==> src/inc/flash_protect_cfg.svh <==
/*
 Offsets, field positions, reset values and sizes for the flash partition and protection
 configuration block. Assumes it is included by bare name from the design.
*/
`ifndef FLASH_PROTECT_CFG_SVH
`define FLASH_PROTECT_CFG_SVH
`define REG_REVISION 16'h8005
`define REG_PART_ID 16'h8006
`define REG_PARTITION 16'h800a
`define REG_CODE_PROT 16'h800b
`define REG_CTRL 16'h8010
`define REG_STATUS 16'h8011
`define BIT_LVP 13
`define BIT_SAF_WP 11
`define BIT_EE_WP 10
`define BIT_CFG_WP 9
`define BIT_BOOT_WP 8
`define BIT_APP_WP 7
`define BIT_SAF_EN_N 4
`define BIT_BOOT_EN_N 3
`define BIT_CP_N 0
`define PART_IMPL_MASK 14'h2f9f
`define CODE_IMPL_MASK 14'h0001
`define CFG_ERASED 14'h3fff
`define PROG_WORDS 15'h2000
`define SAF_WORDS 15'h0080
`define BOOT_512 15'h0200
`define BOOT_1K 15'h0400
`define BOOT_2K 15'h0800
`define BOOT_4K 15'h1000
`define SIZE_512 3'h7
`define SIZE_1K 3'h6
`define SIZE_2K 3'h5
`define REV_FIXED 2'h2
`define ID_FIXED 2'h3
`define CTRL_BULK 0
`define CTRL_WERR_CLR 1
`define CTRL_LVP_ACT 2
`endif

==> src/inc/flash_protect_pkg.sv <==
/*
 Types for the flash partition and protection configuration block.
 Assumes the configuration header sits on the include path.
*/
package flash_protect_pkg;
	typedef enum logic [1:0] {
		REGION_APP,
		REGION_BOOT,
		REGION_SAF,
		REGION_CONFIG
	} region_e;
	typedef struct packed {
		logic wr_i_dummy;
	} unused_s;
	typedef struct packed {
		logic [15:0] addr;
		logic [13:0] wdata;
		logic wr;
		logic rd;
	} bus_req_s;
	typedef struct packed {
		logic valid;
		region_e region;
		logic [14:0] addr;
	} nvm_write_s;
	typedef struct packed {
		logic [13:0] part_cfg;
		logic [13:0] code_cfg;
		logic [13:0] rdata;
		logic write_error;
		logic wr_allow;
		logic lvp_q1;
		logic lvp_q2;
		logic lvp_q3;
		logic lvp_active;
	} state_s;
endpackage

==> src/hw/flash_partition_protect_config.sv <==
/*
 Holds the user flash partition, write-protection, code-protection and programming-mode
 settings plus read-only revision and part identifier words, and judges each flash write.
 Assumes one 100 MHz clock, a synchronous active-high reset, and a bus master that keeps
 strobes one cycle long and never both at once.
*/
`timescale 1ns/1ps
`include "flash_protect_cfg.svh"
module flash_partition_protect_config #(
	parameter logic [5:0] MAJOR_REV = 6'h01, // Value is arbitrary.
	parameter logic [5:0] MINOR_REV = 6'h02, // Value is arbitrary.
	parameter logic [11:0] PART_ID = 12'h0a5c, // Value is arbitrary.
	parameter logic [14:0] PROG_SIZE = `PROG_WORDS
) (
	input wire logic mclk_i,
	input wire logic srst_i,
	input wire flash_protect_pkg::bus_req_s bus_i,
	output logic [13:0] rdata_o,
	input wire logic lvp_entry_i,
	input wire logic reset_pin_i,
	input wire logic reset_pin_enable_i,
	input wire flash_protect_pkg::nvm_write_s nvm_wr_i,
	input wire logic [14:0] fetch_addr_i,
	output logic wr_allow_o,
	output logic write_error_flag_o,
	output logic device_reset_o,
	output logic code_protect_o,
	output logic [14:0] boot_words_o,
	output logic [14:0] saf_base_o,
	output logic fetch_legal_o
);
	import flash_protect_pkg::*;

	// ---------------------------------------------------------------
	// State
	// ---------------------------------------------------------------
	state_s st_q;
	state_s st_d;
	logic boot_en;
	logic saf_en;
	logic [14:0] boot_words;
	logic [14:0] saf_base;
	logic region_wp;
	logic in_boot;
	logic in_saf;
	logic [13:0] wmask;
	logic [13:0] merged;
	logic bulk;

	// ---------------------------------------------------------------
	// Partition decode
	// ---------------------------------------------------------------
	always_comb begin
		boot_en = ~st_q.part_cfg[`BIT_BOOT_EN_N];
		saf_en = ~st_q.part_cfg[`BIT_SAF_EN_N];
		boot_words = 15'h0000;
		if (boot_en) begin
			case (st_q.part_cfg[2:0])
				`SIZE_512: boot_words = `BOOT_512;
				`SIZE_1K: boot_words = `BOOT_1K;
				`SIZE_2K: boot_words = `BOOT_2K;
				default: boot_words = `BOOT_4K;
			endcase
			if (boot_words > (PROG_SIZE >> 1)) begin
				boot_words = PROG_SIZE >> 1;
			end
		end
		saf_base = saf_en ? PROG_SIZE - `SAF_WORDS : PROG_SIZE;
		in_boot = nvm_wr_i.addr < boot_words;
		in_saf = saf_en && (nvm_wr_i.addr >= saf_base);
		// Region judged from the address for flash; the controller tags EEPROM and config.
		case (nvm_wr_i.region)
			REGION_CONFIG: region_wp = ~st_q.part_cfg[`BIT_CFG_WP];
			REGION_SAF: region_wp = ~st_q.part_cfg[`BIT_EE_WP];
			default: begin
				if (in_saf) begin
					region_wp = ~st_q.part_cfg[`BIT_SAF_WP];
				end else if (in_boot) begin
					region_wp = ~st_q.part_cfg[`BIT_BOOT_WP];
				end else begin
					region_wp = ~st_q.part_cfg[`BIT_APP_WP];
				end
			end
		endcase
	end

	// ---------------------------------------------------------------
	// Next state
	// ---------------------------------------------------------------
	always_comb begin
		st_d = st_q;
		bulk = bus_i.wr && (bus_i.addr == `REG_CTRL) && bus_i.wdata[`CTRL_BULK];
		// The entry pin is asynchronous; a change counts once stages two and three agree.
		st_d.lvp_q1 = lvp_entry_i;
		st_d.lvp_q2 = st_q.lvp_q1;
		st_d.lvp_q3 = st_q.lvp_q2;
		if (st_q.lvp_q2 == st_q.lvp_q3) begin
			st_d.lvp_active = st_q.lvp_q3;
		end
		// Writes other than a bulk erase may only move bits toward protection; a one written never clears a zero.
		wmask = `PART_IMPL_MASK;
		if (!st_q.part_cfg[`BIT_BOOT_EN_N]) begin
			wmask[2:0] = 3'h0;
		end
		if (st_q.lvp_active) begin
			wmask[`BIT_LVP] = 1'b0;
		end
		merged = st_q.part_cfg & (bus_i.wdata | ~wmask);
		st_d.wr_allow = 1'b0;
		if (bulk) begin
			st_d.part_cfg = `CFG_ERASED;
			st_d.code_cfg = `CFG_ERASED;
		end else if (bus_i.wr && st_q.part_cfg[`BIT_CFG_WP]) begin
			if (bus_i.addr == `REG_PARTITION) begin
				st_d.part_cfg = merged;
			end
			if (bus_i.addr == `REG_CODE_PROT) begin
				st_d.code_cfg = st_q.code_cfg & (bus_i.wdata | ~`CODE_IMPL_MASK);
			end
		end
		if (bus_i.wr && (bus_i.addr == `REG_CTRL) && bus_i.wdata[`CTRL_WERR_CLR]) begin
			st_d.write_error = 1'b0;
		end
		if (nvm_wr_i.valid) begin
			st_d.wr_allow = ~region_wp;
			if (region_wp) begin
				st_d.write_error = 1'b1;
			end
		end
		// Register reads: answered in the following cycle, unmapped reads return zero.
		st_d.rdata = 14'h0000;
		if (bus_i.rd) begin
			case (bus_i.addr)
				`REG_REVISION: st_d.rdata = {`REV_FIXED, MAJOR_REV, MINOR_REV};
				`REG_PART_ID: st_d.rdata = {`ID_FIXED, PART_ID};
				`REG_PARTITION: st_d.rdata = st_q.part_cfg | ~`PART_IMPL_MASK;
				`REG_CODE_PROT: st_d.rdata = st_q.code_cfg | ~`CODE_IMPL_MASK;
				`REG_STATUS: st_d.rdata = {12'h000, st_q.lvp_active, st_q.write_error};
				default: st_d.rdata = 14'h0000;
			endcase
		end
	end

	// ---------------------------------------------------------------
	// Registers
	// ---------------------------------------------------------------
	always_ff @(posedge mclk_i) begin
		if (srst_i) begin
			st_q <= '0;
			st_q.part_cfg <= `CFG_ERASED;
			st_q.code_cfg <= `CFG_ERASED;
		end else begin
			st_q <= st_d;
		end
	end

	// ---------------------------------------------------------------
	// Outputs
	// ---------------------------------------------------------------
	assign rdata_o = st_q.rdata;
	assign wr_allow_o = st_q.wr_allow;
	assign write_error_flag_o = st_q.write_error;
	// With low-voltage entry enabled the pin always resets; otherwise its enable decides.
	// The far end must then use high voltage to enter programming.
	assign device_reset_o = st_q.part_cfg[`BIT_LVP] ? reset_pin_i
		: (reset_pin_enable_i & reset_pin_i);
	assign code_protect_o = ~st_q.code_cfg[`BIT_CP_N];
	assign boot_words_o = boot_words;
	assign saf_base_o = saf_base;
	assign fetch_legal_o = fetch_addr_i < saf_base;
endmodule // flash_partition_protect_config

==> config.mk <==
export PLATFORM = sky130hd
export DESIGN_NAME = flash_partition_protect_config
export DESIGN_NICKNAME = d
export VERILOG_FILES = /design/src/inc/flash_protect_pkg.sv /design/src/hw/flash_partition_protect_config.sv
export VERILOG_INCLUDE_DIRS = /design/src /design/src/inc
export SDC_FILE = /design/constraint.sdc
export NUM_CORES = 1
export LEC_CHECK = 0
export ABC_AREA = 1
export BUFFER_PORTS_ARGS = -buffer_cell sky130_fd_sc_hd__buf_4
export CAP_MARGIN = 20
export CELL_PAD_IN_SITES_DETAIL_PLACEMENT = 1
export CELL_PAD_IN_SITES_GLOBAL_PLACEMENT = 1
export CORE_MARGIN = 4
export CORE_UTILIZATION = 30
export CTS_CLUSTER_DIAMETER = 120
export DETAILED_ROUTE_END_ITERATION = 12
export PLACE_DENSITY_LB_ADDON = 0.1
export SYNTH_ARGS = -nofsm -noshare
export SYNTH_HDL_FRONTEND = slang
export SYNTH_SLANG_ARGS = --single-unit
==> constraint.sdc <==
create_clock -name mclk_i -period 2.2 [get_ports mclk_i]
set_input_delay 0.33 -clock mclk_i [delete_from_list [all_inputs] [get_ports mclk_i]]
set_output_delay 0.33 -clock mclk_i [all_outputs]
set_load 0.005 [all_outputs]
* Yosys cells after proc, flatten, opt, wreduce, memory -nomap -nowiden
Index checks and enable logic that the tools add are counted.
** Storage, ports and cells
- Flip-flop bits (word level) :: 48
- Input bits :: 70
- Output and inout bits :: 49
- Logic and storage cells :: 65
** Cells by class
- Order comparisons :: 4
- Equal/unequal tests :: 12
- Muxes and demuxes :: 15
- Bitwise gates (word level) :: 15
- Reductions and logical operators :: 10
** Operator list (number)
- 16-bit == test, second input constant :: 6
- 14-bit one-hot mux with 5 select lines :: 1
- 15-bit two-way mux :: 3
- 13-bit one-hot mux with 3 select lines :: 1
- 14-bit AND :: 2
- 15-bit by 14-bit >= comparator with 1-bit output :: 1
- 15-bit by 13-bit greater-than comparator with 1-bit output, second input constant :: 1
- 15-bit by 14-bit less-than comparator with 1-bit output :: 1
- 15-bit less-than comparator :: 1
- 14-bit two-way mux :: 1
- 14-bit inverter :: 1
- 14-bit bitwise OR :: 1
- 1-bit inverter :: 10
- 3-bit == test, second input constant :: 3
- 1-bit two-way mux :: 6
- 2-bit OR reduction :: 3
- 1-bit logical AND :: 5
- 2-bit == test, second input constant :: 2
- 2-bit AND reduction :: 2
- 3-bit two-way mux :: 1
- 2-bit two-way mux :: 1
- 1-bit one-hot mux with 2 select lines :: 1
- 1-bit AND :: 1
- 1-bit == test :: 1

* Logic depth before layout (Yosys ltp)
- Depth after elaboration :: 12
- Depth in mapped cells :: 15
- Depth with buffers taken out :: 15

* Worst setup path after synthesis
Ideal clock, no wire load.
- Kind :: flip-flop to flip-flop
- From :: register st_q[38] (netlist name)
- To :: register st_q (netlist bit write_error_flag_o)
- Library setup time :: 0.117 ns
- Arrival :: 1.751 ns
- Required time :: 2.083 ns
- Setup slack :: 0.332 ns
- Stages on the path, launching flop included :: 14
- Buffers on the path :: 0
- Period minus slack after synthesis :: 1.868 ns
- Cells stage by stage :: dfxtp_1 inv_1 ha_1 inv_1 nor2_1 nand2_1 nor2_1 nand2_1 nand3_1 nand2_1 nand3_1 nand2_1 nand3_1 nand2_1
** Between the ends
- Elaborated cells between the ends (all ways) :: 8
- Classes of those cells :: order compare: 1; mux: 5; bitwise: 1; reduce/logical: 1
** RTL lines
- start, declared :: RTL line flash_partition_protect_config.sv:37 : state_s st_q;
- start signal, assigned :: RTL line flash_partition_protect_config.sv:153 : st_q <= st_d;
- 1-bit inverter :: RTL line flash_partition_protect_config.sv:55 : saf_en = ~st_q.part_cfg[`BIT_SAF_EN_N];
- net saf_en :: RTL line flash_partition_protect_config.sv:40 : logic saf_en;
- 1-bit logical AND :: RTL line flash_partition_protect_config.sv:70 : in_saf = saf_en && (nvm_wr_i.addr >= saf_base);
- 1-bit two-way mux :: RTL line flash_partition_protect_config.sv:76 : if (in_saf) begin
- 1-bit one-hot mux with 2 select lines :: RTL line flash_partition_protect_config.sv:72 : case (nvm_wr_i.region)
- 1-bit two-way mux :: RTL line flash_partition_protect_config.sv:126 : if (region_wp) begin
- 2-bit two-way mux :: RTL line flash_partition_protect_config.sv:124 : if (nvm_wr_i.valid) begin
The timed path passes the listed nets, and every way through them passes these cells.
A chain may end at the register's enable or synchronous reset.

* Final worst setup path
- From :: register st_q[38] (netlist name)
- To :: output fetch_legal_o
** Between the ends
- Longest elaborated chain between the ends :: 2
** RTL lines
- 14-bit two-way mux :: RTL line flash_partition_protect_config.sv:68 : saf_base = saf_en ? PROG_SIZE - `SAF_WORDS : PROG_SIZE;
- 15-bit by 14-bit less-than comparator with 1-bit output :: RTL line flash_partition_protect_config.sv:170 : assign fetch_legal_o = fetch_addr_i < saf_base;
- end, declared :: RTL line flash_partition_protect_config.sv:30 : output logic fetch_legal_o
Every way passes these cells.

==> results.cfg <==
[outcome]
status = complete, no violations

[timing]
setup_ws_ps = 161
hold_viol = 0
slew_violations = 0
min_period_ps = 2040
clock.fmax_ghz = 0.490
fin_crit_sh = 0.927
whs_ps = 221
setup_viol = 0
skew_ps = 5.64
finalSetupTns_ps = 0

[yosys]
ys_types = 33
netlist_instances = 303
yosysTopAreaCell = dfxtp_1
syn_area_per_cell_sq_um = 7.24
yosysSeqAreaShare = 0.292
ys_ff_latch = 32
netlist_area_sq_mm = 0.00219
yosysTopAreaCellShare = 0.292
yosys_warnings = 0
yosys-top-cells-area = dfxtp_1 (29%), buf_4 (14%), ha_1 (9.1%)

[clocking]
cts_root_buf = clkbuf_8
clk_path_buf_depth = 2
cts_tree = built
clkSlewWorstSetupHoldPaths_ps = 70
cts_sinks = 32
cts_inserted_buffers = 5
cts_hold_buffers = 0
ctsHtreeMaxLevel = 2
clock_latency_ps = 290

[worst_setup_path]
cp-start-kind = flop
crit_fanout = 8
cp_slowest_stage_delay_ps = 310
critPathArrivalTime_ps = 1710
cp.required_ps = 1870
path_cells = buf_6 -> ha_1 -> a21oi_1 -> nand2_1 -> a21oi_2 -> o21bai_1 -> a21oi_1 -> buf_4
path_buf_inv = 2
critPathTopFamily = compound AO/OA/AOI/OAI gates
critPathSlowestCell = dfxtp_1
path_class = flop to output pin
cp-end-kind = output pin
cp_common_cell = a21oi_1

[final_layout]
fillers = 915
post-route-util = 0.416
antenna_cells = 0
finish.net_count = 466
final_cells = 477
area_growth_syn_to_layout_pct = 31.6
layout-drive-gt1-share = 0.346

[flow_run]
max_cap_violations = 0

[power]
peakVddDrop_uv = 205
leakage_nw = 1.65
power_per_cell_area_mw_per_mm2 = 462

[die]
start_util = 0.316
rows = 30
die_x_um = 93.5
io_pins = 119
die_area_sq_mm = 0.00875
design.core.area_sq_mm = 0.00694
die_h_um = 93.5

[routing]
drc_errors = 0
vias_per_cell = 4.22
wl_per_cell_um = 12.3
drt_iter0_markers = 51
dr.pass1.iters = 4
vias = 2013
totalWireLength_mm = 5.86
drtAntennaViolNets = 0

[global_route]
grt_pass1_vias = 2070
antenna_found_initial = 0
grt.total_usage = 0.139
grt_pass1_wl_mm = 9.59
overflow = 0
grt_max_degree = 15

[place]
place_congestion = 0.789
dpl_worst_slack_ps = 226
dp_hpwl_mm = 4.90
numPortBuffers = 89
dp.cells = 466

[worst_hold_path]
worst_hold_path_type = input port to flop
## state kept, by name, summed over array words and instances, names as in the netlist
name                flops
st_q                   14
write_error_flag_o      1
wr_allow_o              1
st_d                    2
rdata_o                14
## final cells by class
class	instances	area, sq um	area share
Sequential cell	32	641	0.222
Multi-Input combinational cell	197	1120	0.388
Inverter	50	188	0.0650
Clock buffer	5	68.8	0.0238
Timing Repair Buffer	94	709	0.246
Tap cell	96	120	0.0416
Clock inverter	3	42.5	0.0147
## stage by stage
stage,power (mW),instance area [sq um]
4_1_cts,1.36,2850
3_5_place_dp,0.786,2740
6_report,1.33,2890
5_1_grt,1.42,2890
2_1_floorplan,0.697,2260
3_3_place_gp,0.781,2740
## synthesized netlist by cell type, drive strengths merged
library cell  count
a211oi            1
nand2            56
inv              50
nor2             42
nor3              5
nor4              1
nand4             5
nand3            15
or2               2
buf              42
o211ai            1
o21ai            18
and3              1
dfxtp            32
ha               16
a21oi             8
conb              1
o31ai             4
o21bai            1
o21a              2
## worst paths after layout
path	slack, ps	from	cells past startpoint	endpoint
worst max-delay path	160	st_q[38]	8	fetch_legal_o
worst min-delay path	220	srst_i	2	st_d[2]
worst max register to register	320	st_q[36]	14	write_error_flag_o
worst min register to register	410	st_d[2]	2	st_d[1]
## cells by family (layout without fill, tap and decap cells)
| family | after synthesis | count (layout) | share of synthesized area |
|---|---|---|---|
| other | 1 | 19 | 0.00171 |
| flip-flops | 32 | 32 | 0.292 |
| buffers and inverters | 92 | 152 | 0.233 |
| AND/OR/NAND/NOR | 127 | 127 | 0.292 |
| adder cells (fa/ha/maj) | 16 | 16 | 0.0912 |
| AO/OA/AOI/OAI | 35 | 35 | 0.0901 |
## layer usage
| layer | GRT usage | vias to the layer above | wire [um] |
|---|---|---|---|
| met5 | 0 | - | 0 |
| met4 | 0.0505 | 0 | 83 |
| met3 | 0.0346 | 7 | 393 |
| met2 | 0.239 | 62 | 2900 |
| met1 | 0.166 | 897 | 2480 |
| li1 | - | 1047 | - |
## cells in the final DEF, fill, tap and decap left out, drive strengths merged, types with 8 or more instances in the layout
| master | count |
|---|---|
| nor2 | 42 |
| buf | 94 |
| ha | 16 |
| dfxtp | 32 |
| conb | 19 |
| a21oi | 8 |
| nand3 | 15 |
| nand2 | 56 |
| o21ai | 18 |
| inv | 50 |
## power breakdown
| group | total, mW | leakage [nW] | internal [mW] | switching, mW |
|---|---|---|---|---|
| logic | 0.188 | 1.33 | 0.102 | 0.0854 |
| registers | 0.586 | 0.259 | 0.584 | 0.00264 |
| clock network | 0.560 | 0.0541 | 0.335 | 0.225 |
## repair_timing
action                     in CTS  in global routing
buffers inserted                0                  3
resized for setup               0                  3
setup endpoints to repair       0                  2
Note: power is estimated with default switching activity, not from simulation.
